$ cat src/core/asgp_pkg.sv
// shared constants and carrier types for the analog-shared gpio ports
package asgp_pkg;

	localparam int unsigned PORT_W = 8;
	localparam int unsigned BANK_W = 4;
	localparam int unsigned ADDR_W = 8;
	localparam int unsigned NUM_CH = 16;
	localparam int unsigned CH_W   = 5;

	// bank in which each register is decoded
	localparam logic [BANK_W-1:0] BANK_FG  = 4'h5;
	localparam logic [BANK_W-1:0] BANK_H   = 4'h8;
	localparam logic [BANK_W-1:0] BANK_CFG = 4'h5;

	// register offsets within their bank
	localparam logic [ADDR_W-1:0] OFS_F_DIR  = 8'h10;
	localparam logic [ADDR_W-1:0] OFS_F_DATA = 8'h11;
	localparam logic [ADDR_W-1:0] OFS_G_DIR  = 8'h12;
	localparam logic [ADDR_W-1:0] OFS_G_DATA = 8'h13;
	localparam logic [ADDR_W-1:0] OFS_CFG    = 8'h15;
	localparam logic [ADDR_W-1:0] OFS_H_DIR  = 8'h10;
	localparam logic [ADDR_W-1:0] OFS_H_DATA = 8'h11;

	// reset values
	localparam logic [PORT_W-1:0] DIR_RST     = 8'hff;
	localparam logic [PORT_W-1:0] F_LATCH_RST = 8'h00;
	localparam logic [PORT_W-1:0] G_LATCH_RST = 8'h00;
	localparam logic [PORT_W-1:0] H_LATCH_RST = 8'h00;
	localparam logic [PORT_W-1:0] CFG_RST     = 8'h00;

	// converter_pin_config fields; bit 4 is unimplemented
	localparam int unsigned      CFG_CLK_HI   = 7;
	localparam int unsigned      CFG_CLK_LO   = 6;
	localparam int unsigned      CFG_FMT      = 5;
	localparam int unsigned      CFG_PCFG_HI  = 3;
	localparam int unsigned      CFG_PCFG_LO  = 0;
	localparam logic [PORT_W-1:0] CFG_IMPL    = 8'hef;
	localparam logic [3:0]       PCFG_DIGITAL = 4'he;
	localparam logic [CH_W-1:0]  CH_ALL       = 5'h10;

	// converter channel placement
	localparam int unsigned F_CH_BASE   = 4;
	localparam int unsigned G_CH_TOP    = 3;
	localparam int unsigned G_SHARED    = 4;
	localparam int unsigned H_SHARED_LO = 4;
	localparam int unsigned H_CH_BASE   = 12;
	localparam int unsigned CH_REF_LOW  = 1;
	localparam int unsigned CH_REF_HIGH = 0;

	// second port alternate functions
	localparam int unsigned G_CAP_BIT = 4;
	localparam int unsigned G_PWM_BIT = 5;
	localparam int unsigned G_RX_BIT  = 6;
	localparam int unsigned G_TX_BIT  = 7;

	typedef struct packed {
		logic              wr;
		logic              rd;
		logic [BANK_W-1:0] bank;
		logic [ADDR_W-1:0] addr;
		logic [PORT_W-1:0] wdata;
	} asgp_req_t;

	typedef struct packed {
		logic [PORT_W-1:0] take;
		logic [PORT_W-1:0] out;
		logic [PORT_W-1:0] oe_n;
	} asgp_periph_t;

endpackage

$ cat src/core/asgp_top.sv
// three analog-shared gpio ports with their register decode and pin muxing
// How it works
// - direction bit one makes the pin an input, driver off, unless a second-port peripheral owns the pin.
// - direction bit zero drives the pin from its latch bit unless the pin is analog or peripheral-owned.
// - data reads return pin levels, zero on analog pins; writes only change the output latch.
// - all eight first-port pins can be digital or converter inputs.
// - after reset first-port pins are analog until configuration says digital.
// - first-port bits 0 to 7 are channels 4 to 11 ascending.
// - second-port low nibble shares channels; bit 0 is channel 3, descending.
// - second-port bits 2 and 3 may serve as low and high reference.
// - second-port bits 4 to 7: capture, pulse output, serial receive, transmit.
// - after reset second-port low nibble is analog until made digital.
// - third-port upper nibble shares channels; lower nibble is plain digital.
// - third-port bits 4 to 7 are channels 12 to 15 ascending.
// - after reset third-port upper nibble is analog until made digital.
`timescale 1ns/1ps
module asgp_top
	import asgp_pkg::*;
(
	input  wire logic              ref_clk,
	input  wire logic              rst,
	input  wire asgp_req_t         req,
	output logic      [PORT_W-1:0] rdata,
	output logic                   rd_ack,
	input  wire logic [PORT_W-1:0] first_port_pin_in,
	output logic      [PORT_W-1:0] first_port_pin_out,
	output logic      [PORT_W-1:0] first_port_pin_oe_n,
	input  wire logic [PORT_W-1:0] second_port_pin_in,
	output logic      [PORT_W-1:0] second_port_pin_out,
	output logic      [PORT_W-1:0] second_port_pin_oe_n,
	input  wire logic [PORT_W-1:0] third_port_pin_in,
	output logic      [PORT_W-1:0] third_port_pin_out,
	output logic      [PORT_W-1:0] third_port_pin_oe_n,
	output logic      [NUM_CH-1:0] channel_analog,
	output logic                   ref_low_external,
	output logic                   ref_high_external,
	output logic      [1:0]        conv_clock_sel,
	output logic                   result_format,
	input  wire logic              pulse_three_on,
	input  wire logic              pulse_output_three,
	input  wire logic              serial_two_on,
	input  wire logic              serial_two_rx_drive,
	input  wire logic              serial_two_rx_oe_n,
	input  wire logic              serial_two_tx_drive,
	input  wire logic              serial_two_tx_oe_n,
	output logic                   capture_input_three,
	output logic                   serial_two_receive_data,
	output logic                   serial_two_transmit_clock
);

	// bank and offset decode
	logic in_bank_fg;
	logic in_bank_h;
	logic in_bank_cfg;
	logic hit_f_dir;
	logic hit_f_data;
	logic hit_g_dir;
	logic hit_g_data;
	logic hit_h_dir;
	logic hit_h_data;
	logic hit_cfg;

	// first and second port only in bank 5
	assign in_bank_fg  = (req.bank == BANK_FG);
	assign in_bank_h   = (req.bank == BANK_H);
	assign in_bank_cfg = (req.bank == BANK_CFG);

	// address passed in: a continuous assign does not watch what a function reads itself
	function automatic logic reg_hit(
		input logic              bank_ok,
		input logic [ADDR_W-1:0] addr,
		input logic [ADDR_W-1:0] ofs
	);
		return bank_ok && (addr == ofs);
	endfunction

	assign hit_f_dir  = reg_hit(in_bank_fg, req.addr, OFS_F_DIR);
	assign hit_f_data = reg_hit(in_bank_fg, req.addr, OFS_F_DATA);
	assign hit_g_dir  = reg_hit(in_bank_fg, req.addr, OFS_G_DIR);
	assign hit_g_data = reg_hit(in_bank_fg, req.addr, OFS_G_DATA);
	assign hit_h_dir  = reg_hit(in_bank_h, req.addr, OFS_H_DIR);
	assign hit_h_data = reg_hit(in_bank_h, req.addr, OFS_H_DATA);
	assign hit_cfg    = reg_hit(in_bank_cfg, req.addr, OFS_CFG);

	// write strobes, one per register
	logic we_f_dir;
	logic we_f_data;
	logic we_g_dir;
	logic we_g_data;
	logic we_h_dir;
	logic we_h_data;
	logic we_cfg;

	// a wrong-bank or unmapped write matches no strobe and is dropped
	assign we_f_dir  = req.wr && hit_f_dir;
	assign we_f_data = req.wr && hit_f_data;
	assign we_g_dir  = req.wr && hit_g_dir;
	assign we_g_data = req.wr && hit_g_data;
	assign we_h_dir  = req.wr && hit_h_dir;
	assign we_h_data = req.wr && hit_h_data;
	assign we_cfg    = req.wr && hit_cfg;

	// configuration register and channel decode
	logic [PORT_W-1:0] cfg;
	logic [NUM_CH-1:0] ch_analog;

	asgp_cfg u_cfg (
		.ref_clk   (ref_clk),
		.rst       (rst),
		.we        (we_cfg),
		.wdata     (req.wdata),
		.cfg       (cfg),
		.ch_analog (ch_analog)
	);

	// channel order to pin order
	logic [PORT_W-1:0] f_analog;
	logic [PORT_W-1:0] g_analog;
	logic [PORT_W-1:0] h_analog;

	always_comb begin
		f_analog = '0;
		g_analog = '0;
		h_analog = '0;
		for (int i = 0; i < PORT_W; i++) begin
			f_analog[i] = ch_analog[F_CH_BASE + i];
		end
		for (int i = 0; i < G_SHARED; i++) begin
			g_analog[i] = ch_analog[G_CH_TOP - i];
		end
		for (int i = 0; i < PORT_W - H_SHARED_LO; i++) begin
			h_analog[H_SHARED_LO + i] = ch_analog[H_CH_BASE + i];
		end
	end

	// second-port peripheral overrides
	asgp_periph_t none_periph;
	asgp_periph_t g_periph;

	assign none_periph = '0;

	always_comb begin
		g_periph = '0;
		g_periph.take[G_PWM_BIT] = pulse_three_on;
		g_periph.out[G_PWM_BIT]  = pulse_output_three;
		g_periph.oe_n[G_PWM_BIT] = 1'b0;
		g_periph.take[G_RX_BIT]  = serial_two_on;
		g_periph.out[G_RX_BIT]   = serial_two_rx_drive;
		g_periph.oe_n[G_RX_BIT]  = serial_two_rx_oe_n;
		g_periph.take[G_TX_BIT]  = serial_two_on;
		g_periph.out[G_TX_BIT]   = serial_two_tx_drive;
		g_periph.oe_n[G_TX_BIT]  = serial_two_tx_oe_n;
	end

	// the three ports
	logic [PORT_W-1:0] f_dir;
	logic [PORT_W-1:0] f_latch;
	logic [PORT_W-1:0] f_rd;
	logic [PORT_W-1:0] g_dir;
	logic [PORT_W-1:0] g_latch;
	logic [PORT_W-1:0] g_rd;
	logic [PORT_W-1:0] h_dir;
	logic [PORT_W-1:0] h_latch;
	logic [PORT_W-1:0] h_rd;

	asgp_port #(
		.W         (PORT_W),
		.LATCH_RST (F_LATCH_RST)
	) u_first (
		.ref_clk  (ref_clk),
		.rst      (rst),
		.dir_we   (we_f_dir),
		.data_we  (we_f_data),
		.wdata    (req.wdata),
		.analog   (f_analog),
		.periph   (none_periph),
		.pin_in   (first_port_pin_in),
		.dir      (f_dir),
		.latch    (f_latch),
		.rd_value (f_rd),
		.pin_out  (first_port_pin_out),
		.pin_oe_n (first_port_pin_oe_n)
	);

	asgp_port #(
		.W         (PORT_W),
		.LATCH_RST (G_LATCH_RST)
	) u_second (
		.ref_clk  (ref_clk),
		.rst      (rst),
		.dir_we   (we_g_dir),
		.data_we  (we_g_data),
		.wdata    (req.wdata),
		.analog   (g_analog),
		.periph   (g_periph),
		.pin_in   (second_port_pin_in),
		.dir      (g_dir),
		.latch    (g_latch),
		.rd_value (g_rd),
		.pin_out  (second_port_pin_out),
		.pin_oe_n (second_port_pin_oe_n)
	);

	asgp_port #(
		.W         (PORT_W),
		.LATCH_RST (H_LATCH_RST)
	) u_third (
		.ref_clk  (ref_clk),
		.rst      (rst),
		.dir_we   (we_h_dir),
		.data_we  (we_h_data),
		.wdata    (req.wdata),
		.analog   (h_analog),
		.periph   (none_periph),
		.pin_in   (third_port_pin_in),
		.dir      (h_dir),
		.latch    (h_latch),
		.rd_value (h_rd),
		.pin_out  (third_port_pin_out),
		.pin_oe_n (third_port_pin_oe_n)
	);

	// read selection; unmapped addresses read zero
	logic [PORT_W-1:0] next_rdata;

	assign next_rdata = ({PORT_W{hit_f_dir}}  & f_dir)
	                  | ({PORT_W{hit_f_data}} & f_rd)
	                  | ({PORT_W{hit_g_dir}}  & g_dir)
	                  | ({PORT_W{hit_g_data}} & g_rd)
	                  | ({PORT_W{hit_h_dir}}  & h_dir)
	                  | ({PORT_W{hit_h_data}} & h_rd)
	                  | ({PORT_W{hit_cfg}}    & cfg);

	// converter-facing values
	logic next_ref_low;
	logic next_ref_high;

	// a reference pin turned digital cannot carry a reference
	function automatic logic ref_external(input logic [PORT_W-1:0] c, input logic ch_is_analog);
		return c[CFG_PCFG_HI] & ch_is_analog;
	endfunction

	assign next_ref_low  = ref_external(cfg, ch_analog[CH_REF_LOW]);
	assign next_ref_high = ref_external(cfg, ch_analog[CH_REF_HIGH]);

	// peripheral inputs see the pin unless it is analog-blocked
	logic next_capture;
	logic next_rx;
	logic next_tx;

	assign next_capture = g_rd[G_CAP_BIT];
	assign next_rx      = g_rd[G_RX_BIT];
	assign next_tx      = g_rd[G_TX_BIT];

	always_ff @(posedge ref_clk) begin
		if (rst) begin
			rdata  <= '0;
			rd_ack <= 1'b0;
		end else begin
			rdata  <= req.rd ? next_rdata : '0;
			rd_ack <= req.rd;
		end
	end

	// registered so every output leaves a flip-flop
	always_ff @(posedge ref_clk) begin
		if (rst) begin
			channel_analog    <= '1;
			ref_low_external  <= 1'b0;
			ref_high_external <= 1'b0;
			conv_clock_sel    <= '0;
			result_format     <= 1'b0;
		end else begin
			channel_analog    <= ch_analog;
			ref_low_external  <= next_ref_low;
			ref_high_external <= next_ref_high;
			conv_clock_sel    <= cfg[CFG_CLK_HI:CFG_CLK_LO];
			result_format     <= cfg[CFG_FMT];
		end
	end

	always_ff @(posedge ref_clk) begin
		if (rst) begin
			capture_input_three       <= 1'b0;
			serial_two_receive_data   <= 1'b0;
			serial_two_transmit_clock <= 1'b0;
		end else begin
			capture_input_three       <= next_capture;
			serial_two_receive_data   <= next_rx;
			serial_two_transmit_clock <= next_tx;
		end
	end

endmodule

$ cat src/core/asgp_port.sv
// one 8-bit bidirectional port: direction, output latch, pin drive, read path
`timescale 1ns/1ps
module asgp_port
	import asgp_pkg::*;
#(
	parameter int unsigned        W         = PORT_W,
	parameter logic [PORT_W-1:0]  LATCH_RST = 8'h00
) (
	input  wire logic            ref_clk,
	input  wire logic            rst,
	input  wire logic            dir_we,
	input  wire logic            data_we,
	input  wire logic [W-1:0]    wdata,
	input  wire logic [W-1:0]    analog,
	input  wire asgp_periph_t    periph,
	input  wire logic [W-1:0]    pin_in,
	output logic      [W-1:0]    dir,
	output logic      [W-1:0]    latch,
	output logic      [W-1:0]    rd_value,
	output logic      [W-1:0]    pin_out,
	output logic      [W-1:0]    pin_oe_n
);

	logic [W-1:0] next_out;
	logic [W-1:0] next_oe_n;

	assign next_out  = (periph.take[W-1:0] & periph.out[W-1:0]) | (~periph.take[W-1:0] & latch);
	assign next_oe_n = analog | (periph.take[W-1:0] & periph.oe_n[W-1:0]) | (~periph.take[W-1:0] & dir);
	assign rd_value  = pin_in & ~analog;

	always_ff @(posedge ref_clk) begin
		if (rst) begin
			dir      <= DIR_RST[W-1:0];
			latch    <= LATCH_RST[W-1:0];
			pin_out  <= '0;
			pin_oe_n <= '1;
		end else begin
			if (data_we) begin
				latch <= wdata;
			end
			if (dir_we) begin
				dir <= wdata;
			end
			pin_out  <= next_out;
			pin_oe_n <= next_oe_n;
		end
	end

endmodule

$ cat src/core/asgp_cfg.sv
// converter pin configuration register and analog channel decode
`timescale 1ns/1ps
module asgp_cfg
	import asgp_pkg::*;
(
	input  wire logic              ref_clk,
	input  wire logic              rst,
	input  wire logic              we,
	input  wire logic [PORT_W-1:0] wdata,
	output logic      [PORT_W-1:0] cfg,
	output logic      [NUM_CH-1:0] ch_analog
);

	logic [3:0]      pin_config;
	logic [CH_W-1:0] count;

	// channels below the count are analog; top codes leave none
	function automatic logic [CH_W-1:0] analog_count(input logic [3:0] p);
		if (p >= PCFG_DIGITAL) begin
			return '0;
		end
		return CH_ALL - {1'b0, p};
	endfunction

	assign pin_config = cfg[CFG_PCFG_HI:CFG_PCFG_LO];
	assign count      = analog_count(pin_config);

	always_comb begin
		ch_analog = '0;
		for (int i = 0; i < NUM_CH; i++) begin
			ch_analog[i] = (CH_W'(i) < count);
		end
	end

	always_ff @(posedge ref_clk) begin
		if (rst) begin
			cfg <= CFG_RST;
		end else if (we) begin
			cfg <= wdata & CFG_IMPL;
		end
	end

endmodule

$ cat config.mk
export PLATFORM = sky130hd
export DESIGN_NAME = asgp_top
export DESIGN_NICKNAME = d
export VERILOG_FILES = /design/src/core/asgp_pkg.sv /design/src/core/asgp_top.sv /design/src/core/asgp_port.sv /design/src/core/asgp_cfg.sv
export SDC_FILE = /design/constraint.sdc
export NUM_CORES = 1
export LEC_CHECK = 0
export ABC_AREA = 1
export BUFFER_PORTS_ARGS = -buffer_cell sky130_fd_sc_hd__clkbuf_2
export CAP_MARGIN = 20
export CORE_MARGIN = 8
export CORE_UTILIZATION = 47
export DETAILED_ROUTE_END_ITERATION = 10
export GPL_ROUTABILITY_DRIVEN = 0
export GPL_TIMING_DRIVEN = 0
export PLACE_DENSITY_LB_ADDON = 0.08
export SETUP_SLACK_MARGIN = 0.15
export SLEW_MARGIN = 30
export SYNTH_ARGS = -nofsm -noshare
export SYNTH_HDL_FRONTEND = slang
export SYNTH_SLANG_ARGS = --single-unit
export TNS_END_PERCENT = 10
$ cat constraint.sdc
create_clock -name ref_clk -period 1.7 [get_ports ref_clk]
set_input_delay 0.255 -clock ref_clk [delete_from_list [all_inputs] [get_ports ref_clk]]
set_output_delay 0.255 -clock ref_clk [all_outputs]
set_load 0.01 [all_outputs]
* After elaboration in Yosys (flattened, before gate mapping)
Index checks and enable logic that the tools add are counted.
** Storage, ports and cells
- Register bits :: 136
** Cells by class
- Add/sub/neg operators :: 1
- $lt $le $gt $ge :: 17
- Equality and inequality tests :: 7
- Mux-type cells :: 3
- Bitwise logic cells :: 32
- Reduce and logical (&&, ||, !) cells :: 15
** Operator list (number)
- 8-bit AND :: 14
- 8-bit bitwise OR :: 10
- 8-bit by 5-bit equality test with 1-bit output (second input constant) :: 5
- 4-bit by 5-bit < comparator with 1-bit output (first input constant) :: 8
- 8-bit NOT :: 3
- 3-bit by 5-bit < comparator with 1-bit output (first input constant) :: 4
- 1-bit logical AND :: 14
- 1-bit by 5-bit < comparator with 1-bit output (first input constant) :: 2
- 2-bit by 5-bit < comparator with 1-bit output (first input constant) :: 2
- 5-bit 2-to-1 mux :: 2
- 4-bit NOT with 8-bit output :: 1
- 4-bit by 8-bit bitwise OR with 8-bit output :: 1
- 5-bit by 4-bit subtractor with 5-bit output (first input constant) :: 1
- 4-bit by 3-bit equality test with 1-bit output (second input constant) :: 1
- 4-bit equality test (second input constant) :: 1
- 4-bit >= comparator (second input constant) :: 1
- 1-bit AND :: 2
- 2-bit OR reduction :: 1
- 1-bit 2-to-1 mux :: 1
- 1-bit NOT :: 1

* Depth between registers and ports, before layout
- Word-level depth :: 13
- Gate-level depth with buffers :: 12
- Depth with buffers taken out :: 12

* Cells and area by module
Synthesis repeated with hierarchy kept, for this count alone.
** Unflattened totals
- Cell total of the unflattened synthesis :: 915
- Area total of the unflattened synthesis :: 6254.7 µm²
** By module, submodules not included
- asgp_port :: instances 3, cells each 200, area an instance 1355.0 µm², sequential area each 640.6 µm²
- asgp_top :: instances 1, cells each 234, area an instance 1667.8 µm², sequential area each 660.6 µm²
- asgp_cfg :: instances 1, cells each 81, area an instance 521.8 µm², sequential area each 140.1 µm²

* Worst setup path before layout
OpenSTA, ideal clock, no wires.
- Path kind :: reg-to-reg
- Start point :: register u_cfg.cfg[0]
- End point :: register rdata[6]
- Setup time :: 0.117 ns
- Data arrival time :: 1.487 ns
- Required time :: 1.583 ns
- Slack :: 0.096 ns
- Stages on the path, launching flop included :: 11
- Path through :: dfxtp_1 > inv_2 > ha_1 > xnor2_1 > nand3_1 > nor2_1 > nand2_1 > nand2_1 > nand2_1 > nor2_1 > nor2_1
** On the way
- Cells in the longest elaborated chain, start to end :: 13
- Elaborated cells on any way between the ends :: 18
- Classes of those cells :: add/sub: 1; order compare: 3; mux: 2; bitwise: 12
** Ends and longest elaborated chain
- start, declared :: RTL line asgp_cfg.sv:10 : output logic [PORT_W-1:0] cfg,
- start signal, assigned :: RTL line asgp_cfg.sv:39 : cfg <= wdata & CFG_IMPL;
- 4-bit >= comparator :: RTL line asgp_cfg.sv:19 : if (p >= PCFG_DIGITAL) begin
- 1-bit 2-to-1 mux :: RTL line asgp_cfg.sv:19
- 5-bit 2-to-1 mux (*) :: RTL line asgp_cfg.sv:22 : return CH_ALL - {1'b0, p};
- 4-bit by 5-bit < comparator with 1-bit output :: RTL line asgp_cfg.sv:31 : ch_analog[i] = (CH_W'(i) < count);
- 8-bit NOT :: RTL line asgp_port.sv:29 : assign rd_value = pin_in & ~analog;
- 8-bit AND :: RTL line asgp_port.sv:29
- 8-bit AND :: RTL line asgp_top.sv:227 : | ({PORT_W{hit_f_data}} & f_rd)
- 8-bit bitwise OR :: RTL line asgp_top.sv:227
- 8-bit bitwise OR :: RTL line asgp_top.sv:228 : | ({PORT_W{hit_g_dir}} & g_dir)
- 8-bit bitwise OR :: RTL line asgp_top.sv:229 : | ({PORT_W{hit_g_data}} & g_rd)
- 8-bit bitwise OR :: RTL line asgp_top.sv:230 : | ({PORT_W{hit_h_dir}} & h_dir)
- 8-bit bitwise OR (*) :: RTL line asgp_top.sv:231 : | ({PORT_W{hit_h_data}} & h_rd)
- 8-bit bitwise OR (*) :: RTL line asgp_top.sv:232 : | ({PORT_W{hit_cfg}} & cfg);
- end signal, assigned :: RTL line asgp_top.sv:260 : rdata <= req.rd ? next_rdata : '0;
- end, declared :: RTL line asgp_top.sv:23 : output logic [PORT_W-1:0] rdata,
Mark *: on every way between the ends. The rest lies on a longest branch, timed or not.
A chain may end at the register's enable or synchronous reset.

* Worst setup path in the final report
- Start point :: register u_cfg.cfg[0]
- End point :: register u_first.pin_oe_n[4]
** On the way
- Cells in the longest elaborated chain, start to end :: 5
- Elaborated cells on any way between the ends :: 6
- Classes of those cells :: add/sub: 1; order compare: 2; mux: 2; bitwise: 1
** Ends and longest elaborated chain
- 4-bit >= comparator :: RTL line asgp_cfg.sv:19
- 1-bit 2-to-1 mux :: RTL line asgp_cfg.sv:19
- 5-bit 2-to-1 mux (*) :: RTL line asgp_cfg.sv:22
- 4-bit by 5-bit < comparator with 1-bit output (*) :: RTL line asgp_cfg.sv:31
- 8-bit bitwise OR (*) :: RTL line asgp_port.sv:28 : assign next_oe_n = analog | (periph.take[W-1:0] & periph.oe_n[W-1:0]) | (~periph.take[W-1:0] & dir);
- end signal, assigned :: RTL line asgp_port.sv:45 : pin_oe_n <= next_oe_n;
- end, declared :: RTL line asgp_port.sv:21 : output logic [W-1:0] pin_oe_n
Marks and branches as above.

==> results.json <==
{
  "outcome": "completed",
  "port_buffers": 134,
  "cp_max_fo": 6,
  "synth_cells": 636,
  "ys_ff_latch": 136,
  "syn_area_sq_mm": 0.00522,
  "drc": 0,
  "postSynthAreaPerCell_sq_um": 8.21,
  "cp.arrival_ns": 2.00,
  "met1_usage": 0.243,
  "grt_pass1_wl_mm": 23.3,
  "clkTransAtPathRegs_ns": 0.06,
  "grt_max_degree": 17,
  "peakVddDrop_mv": 0.710,
  "grt_use_met3": 0.0712,
  "reg2reg_depth": 10,
  "totalPowerFinal_mw": 7.07,
  "ctsRootBufferMaster": "clkbuf_8",
  "grt_usage": 0.203,
  "r2r-start": "u_cfg.cfg[0]$_SDFFE_PP0P_",
  "min_to": "u_second.pin_out[6]$_SDFF_PP0_",
  "final-setup-viol-count": 0,
  "min_delay_path_depth": 3,
  "cp-start-kind": "flop",
  "layout.nets": 858,
  "met2_usage": 0.326,
  "antenna_found_initial": 0,
  "maxCapViolCount": 0,
  "dieArea_sq_mm": 0.0147,
  "hold_path.class": "in2reg",
  "fin_crit_sh": 0.936,
  "p_per_area_mw_per_mm2": 1020,
  "slew_violations": 0,
  "hold_viol": 0,
  "seq_area_frac_synth": 0.522,
  "initial_utilization": 0.482,
  "final_util": 0.637,
  "max_freq_mhz": 629,
  "setup_tns_ns": 0,
  "worstPathRequired_ns": 2.11,
  "r2r_slack_ns": 0.11,
  "cp-end-kind": "flop",
  "cts_tree": "yes",
  "criticalPathCategory": "reg2reg",
  "via_per_inst": 4.89,
  "place_ws_ns": -0.134,
  "cts_buffers": 17,
  "num_vias": 4661,
  "cts_max_level": 4,
  "p_leak_nw": 3.35,
  "syn_to_final_growth_pct": 32.4,
  "rsz0062_at_grt": "yes",
  "layout-drive-gt1-share": 0.332,
  "synthDistinctLibCells": 32,
  "grt_pass1_vias": 4623,
  "finalWirelength_mm": 15.1,
  "avgRoutedWirePerCell_um": 15.9,
  "std_cell_rows": 38,
  "overflow": 0,
  "antenna_left": 0,
  "num-fill-cells": 980,
  "worst_pin_slew_ns": 0.619,
  "skew_ns": 0.0117,
  "fp.dieW_um": 121,
  "min_period_ns": 1.59,
  "io_pins": 136,
  "first_iter_violations": 305,
  "clk_path_buf_depth": 2,
  "synth_fp_nets": 693,
  "worst_slack_ns": 0.109,
  "die_h_um": 121,
  "core-area_sq_mm": 0.0108,
  "slew_headroom": 0.588,
  "dp_hpwl_mm": 11.6,
  "grt.busiest_layer": "met2",
  "yosysWarningCount": 0,
  "min_from": "serial_two_rx_drive",
  "antenna_cells": 0,
  "drt_first_pass_iters": 5,
  "clock_latency_ns": 0.53,
  "cts_sinks": 136,
  "whs_ns": 0.0237,
  "regToRegEndpoint": "u_first.pin_oe_n[4]$_SDFF_PP1_"
}
## flip-flops by register name (all words and copies together) (netlist names), 8 cells and up
signal	flops
u_third.latch	8
u_third.pin_out	8
channel_analog	16
rdata	8
u_first.pin_out	8
u_third.pin_oe_n	8
u_first.dir	8
u_second.latch	8
u_third.dir	8
u_second.pin_out	8
u_first.pin_oe_n	8
u_second.dir	8
u_second.pin_oe_n	8
u_first.latch	8
## layout make-up
class / count / area (sq um) / share of cell area
repair buffers: 146 / 781 / 0.113
multi-input cells: 383 / 2150 / 0.311
flip-flops and latches: 136 / 2730 / 0.396
inverters: 94 / 360 / 0.0521
plain buffers: 23 / 128 / 0.0185
clock buffers: 17 / 414 / 0.0599
well taps: 140 / 175 / 0.0253
clock inverters: 15 / 169 / 0.0244
## where the power goes
| part | internal, mW | switching (mW) |
|---|---|---|
| Sequential | 3.20 | 0.00410 |
| Combinational | 0.0954 | 0.180 |
| Clock | 2.12 | 1.48 |
| Total | 5.41 | 1.66 |
## layer usage
| metal | share of wire | vias to the layer above | wire (um) |
|---|---|---|---|
| met1 | 0.44 | 2116 | 6590 |
| met2 | 0.46 | 177 | 6930 |
| met4 | 0.016 | 0 | 248 |
| met3 | 0.090 | 22 | 1370 |
| li1 | - | 2346 | - |
| met5 | 0 | - | 0 |
## worst max-delay path, stage by stage (launching register included)
cell	delay, ns
dfxtp_4	0.36
inv_6	0.07
ha_1	0.14
inv_1	0.04
nand2_2	0.07
nand2_4	0.11
nand2_4	0.14
nand3_4	0.09
o21ai_4	0.15
nand2_1	0.08
or2_1	0.22
## worst max path at each step
stage	end	start	cells past startpoint
after floorplan	rdata[6]$_SDFF_PP0_	u_cfg.cfg[0]$_SDFFE_PP0P_	10
after global placement	channel_analog[0]$_SDFF_PP1_	u_cfg.cfg[0]$_SDFFE_PP0P_	7
after detailed placement	u_second.pin_oe_n[3]$_SDFF_PP1_	u_cfg.cfg[0]$_SDFFE_PP0P_	7
after CTS	u_second.pin_oe_n[1]$_SDFF_PP1_	u_cfg.cfg[1]$_SDFFE_PP0P_	9
after global routing	rdata[6]$_SDFF_PP0_	u_cfg.cfg[0]$_SDFFE_PP0P_	12
final	u_first.pin_oe_n[4]$_SDFF_PP1_	u_cfg.cfg[0]$_SDFFE_PP0P_	10
## what timing repair did
| action | in CTS | in global routing |
|---|---|---|
| gates resized for setup | 16 | 21 |
| setup endpoints to repair | 25 | 19 |
| pin swaps | 3 | 8 |
| cloned | 0 | 0 |
| hold endpoints to repair | 7 | 0 |
| setup buffers | 0 | 4 |
| hold buffers | 8 | 0 |
## cell families after synthesis
family,share of synthesized area
flip-flops,0.522
AO/OA/AOI/OAI,0.114
buffers and inverters,0.0920
adder cells (fa/ha/maj),0.00479
AND/OR/NAND/NOR,0.266
XOR/XNOR,0.00168
## layout by cell type (no fill, tap or decap), drive strengths merged
cell type	count
nand3	56
o211ai	24
inv	99
clkinv	5
clkbuf	156
buf	22
nand3b	1
dfxtp	136
a211oi	15
or2	17
ha	2
bufinv	2
xnor2	1
dlygate4sd3	8
clkinvlp	3
o21ai	23
nand2	117
nor3	5
nor2	100
a21boi	2
a21oi	20
## metrics by stage
step,cell area (sq um),std cells
after floorplan,5230,636
after global placement,6070,910
after detailed placement,6070,910
after CTS,6800,950
after global routing,6910,954
final,6910,954
## synthesized netlist by cell type, drive strengths merged
library cell	instances	area [sq um]
ha	2	25.0
a211oi	15	153
xnor2	1	8.76
nor3	5	25.0
buf	18	109
a21boi	2	15.0
o211ai	24	210
inv	94	353
nand3	56	290
nor2	100	468
or2	17	106
nand2	117	489
clkbuf	5	18.8
nand3b	1	7.51
o21ai	23	119
dfxtp	136	2720
a21oi	20	100
Note: power is estimated with default switching activity, not from simulation.
